$ cat src/design/twmt_pkg.sv
/*
 * Constants, register layout and state codes of the two-wire master
 * transmitter. Assumes a 100 MHz system clock and an APB register bus.
 */
package twmt_pkg;

    // Register byte offsets
    localparam logic [7:0] OFS_CTRL = 8'h00;
    localparam logic [7:0] OFS_DATA = 8'h04;
    localparam logic [7:0] OFS_STAT = 8'h08;
    localparam logic [7:0] OFS_IRQ_STAT = 8'h0C;
    localparam logic [7:0] OFS_IRQ_EN = 8'h10;
    localparam logic [7:0] OFS_IRQ_CLR = 8'h14;

    typedef struct packed {
        logic flag;
        logic ack_enable;
        logic start_request;
        logic stop_request;
        logic write_collision;
        logic enable;
        logic rsv;
        logic irq_enable;
    } twmt_ctrl_s;

    typedef struct packed {
        logic [4:0] rsv;
        logic arb_lost;
        logic wcol;
        logic flag_set;
    } twmt_irq_s;

    localparam twmt_ctrl_s CTRL_RST = 8'h00;
    localparam twmt_irq_s IRQ_RST = 8'h00;
    localparam logic [7:0] DATA_RST = 8'hFF;
    localparam logic [1:0] PRESC_RST = 2'h0;

    // Status codes, prescaler bits zero
    localparam logic [7:0] CODE_START = 8'h08;
    localparam logic [7:0] CODE_RSTART = 8'h10;
    localparam logic [7:0] CODE_AW_ACK = 8'h18;
    localparam logic [7:0] CODE_AW_NACK = 8'h20;
    localparam logic [7:0] CODE_DATA_ACK = 8'h28;
    localparam logic [7:0] CODE_DATA_NACK = 8'h30;
    localparam logic [7:0] CODE_ARB_LOST = 8'h38;
    localparam logic [7:0] CODE_AR_ACK = 8'h40;
    localparam logic [7:0] CODE_AR_NACK = 8'h48;
    localparam logic [7:0] CODE_RX_ACK = 8'h50;
    localparam logic [7:0] CODE_RX_NACK = 8'h58;
    localparam logic [7:0] CODE_IDLE = 8'hF8;

    // Bit timing
    localparam int CLK_PERIOD_NS = 10;
    localparam int SCL_HALF_NS = 40;
    localparam int SCL_HALF_CYC = (SCL_HALF_NS + CLK_PERIOD_NS - 1) / CLK_PERIOD_NS;
    localparam logic [3:0] BIT_LAST = 4'h8;
    localparam logic [7:0] TMR_RST = 8'h00;

    typedef enum logic [3:0] {
        ST_IDLE = 4'b0000,
        ST_WAIT_FREE = 4'b0001,
        ST_START_HI = 4'b0010,
        ST_START_LO = 4'b0011,
        ST_BIT_LO = 4'b0100,
        ST_BIT_HI = 4'b0101,
        ST_HOLD = 4'b0110,
        ST_STOP_LO = 4'b0111,
        ST_STOP_HI = 4'b1000,
        ST_STOP_END = 4'b1001,
        ST_RS_LO = 4'b1010
    } twmt_state_e;

endpackage

$ cat src/design/twmt_top.sv
/*
 * Two-wire master transmitter (with master receive path) behind an APB
 * register slave, with sticky interrupt status. Assumes open-drain
 * SCL/SDA resolved outside, and pin inputs asynchronous to sys_clk.
 */
module twmt_top #(
    parameter int SCL_HALF = twmt_pkg::SCL_HALF_CYC
) (
    // Clock and reset
    input wire logic sys_clk,
    input wire logic rstn,
    // APB slave
    input wire logic psel,
    input wire logic penable,
    input wire logic pwrite,
    input wire logic [7:0] paddr,
    input wire logic [31:0] pwdata,
    output logic [31:0] prdata,
    output logic pready,
    output logic pslverr,
    // Two-wire pins
    input wire logic scl_in,
    output logic scl_out,
    output logic scl_oe_n,
    input wire logic sda_in,
    output logic sda_out,
    output logic sda_oe_n,
    // Interrupt
    output logic irq
);
    import twmt_pkg::*;

    localparam logic [7:0] HALF_M1 = 8'(SCL_HALF - 1);

    twmt_state_e state_ff;
    twmt_ctrl_s ctrl_ff;
    twmt_ctrl_s wr_ctrl_val;
    twmt_irq_s irq_stat_ff;
    twmt_irq_s irq_en_ff;
    twmt_irq_s irq_set;
    logic [7:0] data_ff;
    logic [7:0] code_ff;
    logic [7:0] shift_ff;
    logic [7:0] tmr_ff;
    logic [3:0] bit_ff;
    logic [1:0] presc_ff;
    logic scl_m_ff, scl_s_ff, sda_m_ff, sda_s_ff, sda_d_ff;
    logic bus_busy_ff;
    logic scl_oe_n_ff, sda_oe_n_ff, scl_out_ff, sda_out_ff;
    logic addr_ph_ff, rx_mode_ff, rep_ff;
    logic ev_flag_ff, ev_arb_ff, stop_done_ff, rx_load_ff;
    logic prdy_ff, pslverr_ff, irq_ff;
    logic [31:0] prdata_ff;
    logic [31:0] rd_data;
    logic rd_hit;
    logic apb_wr, wr_ctrl, wr_data, wr_stat, wr_ien, wr_iclr, wcol_evt;
    logic tmr_done, hold_go, tx_ph, out_bit, arb_loss;

    // Register access, one word per register
    assign apb_wr = psel && penable && prdy_ff && pwrite;
    assign wr_ctrl = apb_wr && (paddr == OFS_CTRL);
    assign wr_data = apb_wr && (paddr == OFS_DATA);
    assign wr_stat = apb_wr && (paddr == OFS_STAT);
    assign wr_ien = apb_wr && (paddr == OFS_IRQ_EN);
    assign wr_iclr = apb_wr && (paddr == OFS_IRQ_CLR);
    assign wr_ctrl_val = twmt_ctrl_s'(pwdata[7:0]);
    assign wcol_evt = wr_data && !ctrl_ff.flag;

    always_comb begin
        rd_data = 32'h0000_0000;
        rd_hit = 1'b1;
        if (paddr == OFS_CTRL) begin
            rd_data[7:0] = ctrl_ff;
        end else if (paddr == OFS_DATA) begin
            rd_data[7:0] = data_ff;
        end else if (paddr == OFS_STAT) begin
            rd_data[7:0] = {code_ff[7:3], 1'b0, presc_ff};
        end else if (paddr == OFS_IRQ_STAT) begin
            rd_data[7:0] = irq_stat_ff;
        end else if (paddr == OFS_IRQ_EN) begin
            rd_data[7:0] = irq_en_ff;
        end else if (paddr == OFS_IRQ_CLR) begin
            rd_data = 32'h0000_0000;
        end else begin
            rd_hit = 1'b0;
        end
    end

    // Zero-wait slave: ready in every access phase
    always_ff @(posedge sys_clk) begin
        if (!rstn) begin
            prdy_ff <= 1'b0;
            pslverr_ff <= 1'b0;
            prdata_ff <= 32'h0000_0000;
        end else begin
            prdy_ff <= psel && !penable;
            pslverr_ff <= psel && !penable && !rd_hit;
            // Writes return zero so an unmapped write never shows stale data
            if (psel && !penable) begin
                prdata_ff <= pwrite ? 32'h0000_0000 : rd_data;
            end
        end
    end

    // Control register; hardware set wins over software clear
    always_ff @(posedge sys_clk) begin
        if (!rstn) begin
            ctrl_ff <= CTRL_RST;
        end else begin
            if (stop_done_ff) begin
                ctrl_ff.stop_request <= 1'b0;
            end
            if (wr_ctrl) begin
                ctrl_ff.ack_enable <= wr_ctrl_val.ack_enable;
                ctrl_ff.start_request <= wr_ctrl_val.start_request;
                ctrl_ff.stop_request <= wr_ctrl_val.stop_request;
                ctrl_ff.enable <= wr_ctrl_val.enable;
                ctrl_ff.irq_enable <= wr_ctrl_val.irq_enable;
                if (wr_ctrl_val.flag) begin
                    ctrl_ff.flag <= 1'b0;
                end
            end
            if (wcol_evt) begin
                ctrl_ff.write_collision <= 1'b1;
            end else if (wr_data) begin
                ctrl_ff.write_collision <= 1'b0;
            end
            if (ev_flag_ff) begin
                ctrl_ff.flag <= 1'b1;
            end
        end
    end

    // Data and prescaler bits
    always_ff @(posedge sys_clk) begin
        if (!rstn) begin
            data_ff <= DATA_RST;
            presc_ff <= PRESC_RST;
        end else begin
            if (wr_data && ctrl_ff.flag) begin
                data_ff <= pwdata[7:0];
            end else if (rx_load_ff) begin
                data_ff <= shift_ff;
            end
            if (wr_stat) begin
                presc_ff <= pwdata[1:0];
            end
        end
    end

    // Interrupt status, enable, clear
    assign irq_set = {5'h00, ev_arb_ff, wcol_evt, ev_flag_ff};

    always_ff @(posedge sys_clk) begin
        if (!rstn) begin
            irq_stat_ff <= IRQ_RST;
            irq_en_ff <= IRQ_RST;
            irq_ff <= 1'b0;
        end else begin
            irq_stat_ff <= (irq_stat_ff & ~(wr_iclr ? twmt_irq_s'(pwdata[7:0]) : IRQ_RST))
                           | irq_set;
            if (wr_ien) begin
                irq_en_ff <= twmt_irq_s'(pwdata[7:0]);
            end
            irq_ff <= |(irq_stat_ff & irq_en_ff);
        end
    end

    // Pin synchronisers and bus-free detection
    always_ff @(posedge sys_clk) begin
        if (!rstn) begin
            scl_m_ff <= 1'b1;
            scl_s_ff <= 1'b1;
            sda_m_ff <= 1'b1;
            sda_s_ff <= 1'b1;
            sda_d_ff <= 1'b1;
            bus_busy_ff <= 1'b0;
        end else begin
            scl_m_ff <= scl_in;
            scl_s_ff <= scl_m_ff;
            sda_m_ff <= sda_in;
            sda_s_ff <= sda_m_ff;
            sda_d_ff <= sda_s_ff;
            if (scl_s_ff && sda_d_ff && !sda_s_ff) begin
                bus_busy_ff <= 1'b1;
            end else if (scl_s_ff && !sda_d_ff && sda_s_ff) begin
                bus_busy_ff <= 1'b0;
            end
        end
    end

    // Bit engine
    assign tmr_done = (tmr_ff == HALF_M1);
    // Flag raised this cycle is not yet visible in ctrl_ff
    assign hold_go = !ctrl_ff.flag && !ev_flag_ff;
    assign tx_ph = addr_ph_ff || !rx_mode_ff;
    // Released line sends one, pulled line sends zero
    assign out_bit = (bit_ff != BIT_LAST) ? (tx_ph ? shift_ff[7] : 1'b1)
                                          : (tx_ph ? 1'b1 : !ctrl_ff.ack_enable);
    assign arb_loss = tx_ph && (bit_ff != BIT_LAST) && shift_ff[7] && !sda_s_ff;

    always_ff @(posedge sys_clk) begin
        ev_flag_ff <= 1'b0;
        ev_arb_ff <= 1'b0;
        stop_done_ff <= 1'b0;
        rx_load_ff <= 1'b0;
        if (!rstn) begin
            state_ff <= ST_IDLE;
            tmr_ff <= TMR_RST;
            bit_ff <= 4'h0;
            shift_ff <= 8'h00;
            code_ff <= CODE_IDLE;
            scl_oe_n_ff <= 1'b1;
            sda_oe_n_ff <= 1'b1;
            addr_ph_ff <= 1'b0;
            rx_mode_ff <= 1'b0;
            rep_ff <= 1'b0;
        end else if (!ctrl_ff.enable) begin
            state_ff <= ST_IDLE;
            tmr_ff <= TMR_RST;
            scl_oe_n_ff <= 1'b1;
            sda_oe_n_ff <= 1'b1;
        end else begin
            tmr_ff <= tmr_ff + 8'h01;
            case (state_ff)
                ST_IDLE: begin
                    tmr_ff <= TMR_RST;
                    if (ctrl_ff.start_request && hold_go) begin
                        state_ff <= ST_WAIT_FREE;
                    end
                end
                ST_WAIT_FREE: begin
                    tmr_ff <= TMR_RST;
                    if (!bus_busy_ff) begin
                        rep_ff <= 1'b0;
                        state_ff <= ST_START_HI;
                    end
                end
                ST_START_HI: begin
                    if (!scl_s_ff) begin
                        tmr_ff <= TMR_RST;
                    end else if (tmr_done) begin
                        tmr_ff <= TMR_RST;
                        sda_oe_n_ff <= 1'b0;
                        state_ff <= ST_START_LO;
                    end
                end
                ST_START_LO: begin
                    if (tmr_done) begin
                        tmr_ff <= TMR_RST;
                        scl_oe_n_ff <= 1'b0;
                        code_ff <= rep_ff ? CODE_RSTART : CODE_START;
                        ev_flag_ff <= 1'b1;
                        addr_ph_ff <= 1'b1;
                        state_ff <= ST_HOLD;
                    end
                end
                ST_HOLD: begin
                    tmr_ff <= TMR_RST;
                    if (hold_go) begin
                        if (ctrl_ff.stop_request) begin
                            sda_oe_n_ff <= 1'b0;
                            state_ff <= ST_STOP_LO;
                        end else if (ctrl_ff.start_request) begin
                            sda_oe_n_ff <= 1'b1;
                            state_ff <= ST_RS_LO;
                        end else begin
                            shift_ff <= data_ff;
                            bit_ff <= 4'h0;
                            state_ff <= ST_BIT_LO;
                        end
                    end
                end
                ST_BIT_LO: begin
                    if (tmr_ff == TMR_RST) begin
                        sda_oe_n_ff <= out_bit;
                    end
                    if (tmr_done) begin
                        tmr_ff <= TMR_RST;
                        scl_oe_n_ff <= 1'b1;
                        state_ff <= ST_BIT_HI;
                    end
                end
                ST_BIT_HI: begin
                    // Slave may stretch the clock low
                    if (!scl_s_ff) begin
                        tmr_ff <= TMR_RST;
                    end else if (tmr_done) begin
                        tmr_ff <= TMR_RST;
                        if (arb_loss) begin
                            code_ff <= CODE_ARB_LOST;
                            ev_flag_ff <= 1'b1;
                            ev_arb_ff <= 1'b1;
                            sda_oe_n_ff <= 1'b1;
                            state_ff <= ST_IDLE;
                        end else if (bit_ff == BIT_LAST) begin
                            scl_oe_n_ff <= 1'b0;
                            sda_oe_n_ff <= 1'b1;
                            ev_flag_ff <= 1'b1;
                            state_ff <= ST_HOLD;
                            if (addr_ph_ff) begin
                                addr_ph_ff <= 1'b0;
                                rx_mode_ff <= shift_ff[0];
                                if (shift_ff[0]) begin
                                    code_ff <= sda_s_ff ? CODE_AR_NACK : CODE_AR_ACK;
                                end else begin
                                    code_ff <= sda_s_ff ? CODE_AW_NACK : CODE_AW_ACK;
                                end
                            end else if (rx_mode_ff) begin
                                rx_load_ff <= 1'b1;
                                code_ff <= sda_s_ff ? CODE_RX_NACK : CODE_RX_ACK;
                            end else begin
                                code_ff <= sda_s_ff ? CODE_DATA_NACK : CODE_DATA_ACK;
                            end
                        end else begin
                            shift_ff <= {shift_ff[6:0], sda_s_ff};
                            bit_ff <= bit_ff + 4'h1;
                            scl_oe_n_ff <= 1'b0;
                            state_ff <= ST_BIT_LO;
                        end
                    end
                end
                ST_STOP_LO: begin
                    if (tmr_done) begin
                        tmr_ff <= TMR_RST;
                        scl_oe_n_ff <= 1'b1;
                        state_ff <= ST_STOP_HI;
                    end
                end
                ST_STOP_HI: begin
                    if (!scl_s_ff) begin
                        tmr_ff <= TMR_RST;
                    end else if (tmr_done) begin
                        tmr_ff <= TMR_RST;
                        sda_oe_n_ff <= 1'b1;
                        state_ff <= ST_STOP_END;
                    end
                end
                ST_STOP_END: begin
                    if (tmr_done) begin
                        tmr_ff <= TMR_RST;
                        stop_done_ff <= 1'b1;
                        code_ff <= CODE_IDLE;
                        rx_mode_ff <= 1'b0;
                        state_ff <= ctrl_ff.start_request ? ST_WAIT_FREE : ST_IDLE;
                    end
                end
                ST_RS_LO: begin
                    if (tmr_done) begin
                        tmr_ff <= TMR_RST;
                        scl_oe_n_ff <= 1'b1;
                        rep_ff <= 1'b1;
                        state_ff <= ST_START_HI;
                    end
                end
                default: begin
                    state_ff <= ST_IDLE;
                end
            endcase
        end
    end

    // Pin output levels: open drain only ever pulls low
    always_ff @(posedge sys_clk) begin
        if (!rstn) begin
            scl_out_ff <= 1'b0;
            sda_out_ff <= 1'b0;
        end else begin
            scl_out_ff <= 1'b0;
            sda_out_ff <= 1'b0;
        end
    end

    assign prdata = prdata_ff;
    assign pready = prdy_ff;
    assign pslverr = pslverr_ff;
    assign scl_out = scl_out_ff;
    assign scl_oe_n = scl_oe_n_ff;
    assign sda_out = sda_out_ff;
    assign sda_oe_n = sda_oe_n_ff;
    assign irq = irq_ff;

endmodule

$ cat config.mk
export PLATFORM = sky130hd
export DESIGN_NAME = twmt_top
export DESIGN_NICKNAME = d
export VERILOG_FILES = /design/src/design/twmt_pkg.sv /design/src/design/twmt_top.sv
export SDC_FILE = /design/constraint.sdc
export NUM_CORES = 1
export LEC_CHECK = 0
export ABC_CLOCK_PERIOD_IN_PS = 2200
export BUFFER_PORTS_ARGS = -buffer_cell sky130_fd_sc_hd__buf_4
export CAP_MARGIN = 20
export CORE_MARGIN = 5
export CORE_UTILIZATION = 51
export DETAILED_ROUTE_END_ITERATION = 10
export PLACE_DENSITY = 0.88
export RECOVER_POWER = 100
export SLEW_MARGIN = 20
export SYNTH_ARGS = -nofsm -noshare
export SYNTH_HDL_FRONTEND = slang
export SYNTH_SLANG_ARGS = --single-unit
$ cat constraint.sdc
create_clock -name sys_clk -period 2.2 [get_ports sys_clk]
set_clock_uncertainty 0.1 [all_clocks]
set_input_delay 0.11 -clock sys_clk [delete_from_list [all_inputs] [get_ports sys_clk]]
set_output_delay 0.11 -clock sys_clk [all_outputs]
set_load 0.02 [all_outputs]
==> impl_metrics.tcl <==
set metrics [dict create \
    cts_max_level 3 \
    min_period_ps 2090 \
    post-synth-top-count-cell "dfxtp_1" \
    drv_slew 0 \
    drt-initial-drc-count 582 \
    rows 35 \
    clkPwrFrac_pct 38.3 \
    hpwl_um 9630 \
    yosys_warnings 0 \
    r2r_setup_slack_ps 110 \
    grt_pass1_vias 4457 \
    wire_per_inst_um 17.3 \
    p_leak_nw 2.07 \
    seqPwrFrac_pct 55.0 \
    syn_to_final_growth_pct 14.4 \
    crit_path_cell_trace "nor4bb_1 > a21oi_1 > nor3_1 > mux2i_1 > nor2_1" \
    power_w 0.00291 \
    setup.worst_path.end_class "flop" \
    dieWidth_um 107 \
    hold_viol 0 \
    synth_area_um2 4800 \
    drive_gt1_share_pct 13.8 \
    synth_edf_count 0 \
    clk_pin_slew_worst_paths_ps 90 \
    die_y_um 107 \
    grt-ovfl-total 0 \
    synth_top_area_share_pct 36.7 \
    ios 86 \
    max-cap-violations 0 \
    antenna_found_initial 0 \
    setup.worst_path.class "reg -> reg" \
    worstPathArrival_ps 2220 \
    finalCritPeriodShare_pct 95.1 \
    slowest_stage "nor4bb_1" \
    place_congestion 0.991 \
    cts-root-buf "clkbuf_8" \
    clkSinkCount 88 \
    finalSetupViolCount 0 \
    gr-usage-all-layers_pct 23.2 \
    drc 0 \
    cts_buffers 9 \
    crit_fanout 9 \
    synth.distinct_cells 65 \
    cts_tree "yes" \
    peakVddDrop_mv 0.530 \
    synthCells 604 \
    grt_pass1_wl_um 21500 \
    p_sw_w 0.000725 \
    synthTopCellsByCount "88 x dfxtp_1, 75 x nand2_1, 53 x a21oi_1" \
    worstSetupStartpointType "flop" \
    synth_flop_cell "dfxtp_1" \
    synth.largest_area_cell "dfxtp_1" \
    via_per_inst 6.20 \
    dr.pass1.iters 6 \
    hold_class "in -> reg" \
    ys_seq_area_share_pct 36.7 \
    clock_latency_ps 360 \
    slew_headroom_pct 56.6 \
    synth_area_leaders "dfxtp_1 37%, nand2_1 5.9%, a21oi_1 5.5%, buf_4 4.2%, mux2i_1 3.5%" \
    max_stage_delay_ps 650 \
    syn_area_per_cell_um2 7.94 \
    fmax_mhz 478 \
    p_int_w 0.00219 \
    power_density_nw_per_um2 531 \
    async_reset_ff_share_pct 0 \
    fp.dieArea_um2 11400 \
    ant_nets 0 \
    power.share.switching_pct 24.9 \
    grt_start_max_net_pins 36 \
    synth-seq-cells 88 \
    finalWirelength_um 13300 \
    finalNetCount 711 \
    vias 4787 \
    required_ps 2330 \
    tightest_slew_ps 642 \
    clock_path_buffers 2 \
    status "completed" \
    core_area_um2 9200 \
    numPortBuffers 35 \
    hold_ws_ps 25.9 \
    antennaDiodeCount 0 \
    start_util_pct 52.2 \
    combPwrFrac_pct 6.7 \
]
## critical path: cells and delay by family, from the launching register on
| kind | cells | cell delay (ps) |
|---|---|---|
| compound gates | 1 | 90 |
| flops | 1 | 600 |
| simple gates | 3 | 940 |
| mux | 1 | 220 |
## final timing paths
path | start | to | depth (start not counted)
worst max-delay path | state_ff[3] | rx_mode_ff | 5
worst min-delay path | pwrite | prdata[2] | 4
worst max register to register | state_ff[3] | rx_mode_ff | 5
worst min register to register | sda_m_ff | sda_s_ff | 1
## stage by stage
step                setup TNS (ps)  instance area [um2]  utilization, %  std cells  setup slack [ps]
finish                           0                 5490            59.7        772               107
global route                 -1.29                 5490            59.7        772             -1.29
CTS                              0                 5540            60.3        772              9.61
detailed placement               0                 5210            56.7        743              23.2
global placement                 0                 5210            56.7        743              44.4
floorplan                        0                 4890               -        629              21.7
## metal layers
layer	vias up	share of wire, %	GRT usage, %
met5	-	0	0
met4	0	3.3	10.4
met3	55	9.4	5.06
met2	269	47	36.8
met1	2252	40	30.3
li1	2211	-	-
## sequential cells by signal, indices dropped and copies added (netlist names), 2 cells and up
signal,count
bit_ff,4
state_ff,4
tmr_ff,8
shift_ff,8
ctrl_ff,7
presc_ff,2
irq_stat_ff,8
code_ff,5
irq_en_ff,8
data_ff,8
prdata,8
## cell type report
type | instances | area (um2)
inverter | 21 | 78.8
fill | 797 | 3710
tap | 111 | 139
multi-input combinational | 455 | 2730
sequential | 88 | 1770
clock inverter | 6 | 68.8
timing repair buffer | 82 | 587
clock buffer | 9 | 124
## power groups by stage
stage	clock (W)	sequential, W	combinational, W
detailed placement	0	0.00164	0.000174
finish	0.00111	0.00160	0.000196
global route	0.00119	0.00160	0.000210
floorplan	0	0.00164	0.000142
global placement	0	0.00164	0.000170
CTS	0.00113	0.00160	0.000194
## cells by family (layout without fill, tap and decap cells)
| group | Yosys count | in the layout | share of synthesized area (%) |
|---|---|---|---|
| xor gates and xnor gates | 8 | 8 | 1.46 |
| other | 1 | 26 | 0.0782 |
| buffers and inverters | 86 | 118 | 8.94 |
| muxes | 25 | 25 | 5.42 |
| DFF | 88 | 88 | 36.7 |
| AOI/OAI and AO/OA | 156 | 156 | 20.6 |
| adders and majority gates | 7 | 7 | 1.83 |
| and+or+nand+nor | 233 | 233 | 25.0 |
## cell usage in the layout, fill, tap and decap left out, drive strengths merged, types with 9 or more instances in the layout
cell type / n
dlygate4sd3: 14
a21oi: 53
nand3: 18
nor3: 21
conb: 26
buf: 47
a311oi: 9
a31oi: 10
a22oi: 10
nor2b: 14
nand4: 10
nand2: 75
dfxtp: 88
mux2i: 17
inv: 23
nor2: 40
o21ai: 30
nand2b: 11
clkbuf: 30
## what timing repair did
action,4_1_cts,5_1_grt
resized for setup,0,10
setup endpoints to repair,0,20
hold buffers,14,0
buffers inserted,0,0
hold endpoints to repair,34,0
Note: power is estimated with default switching activity, not from simulation.
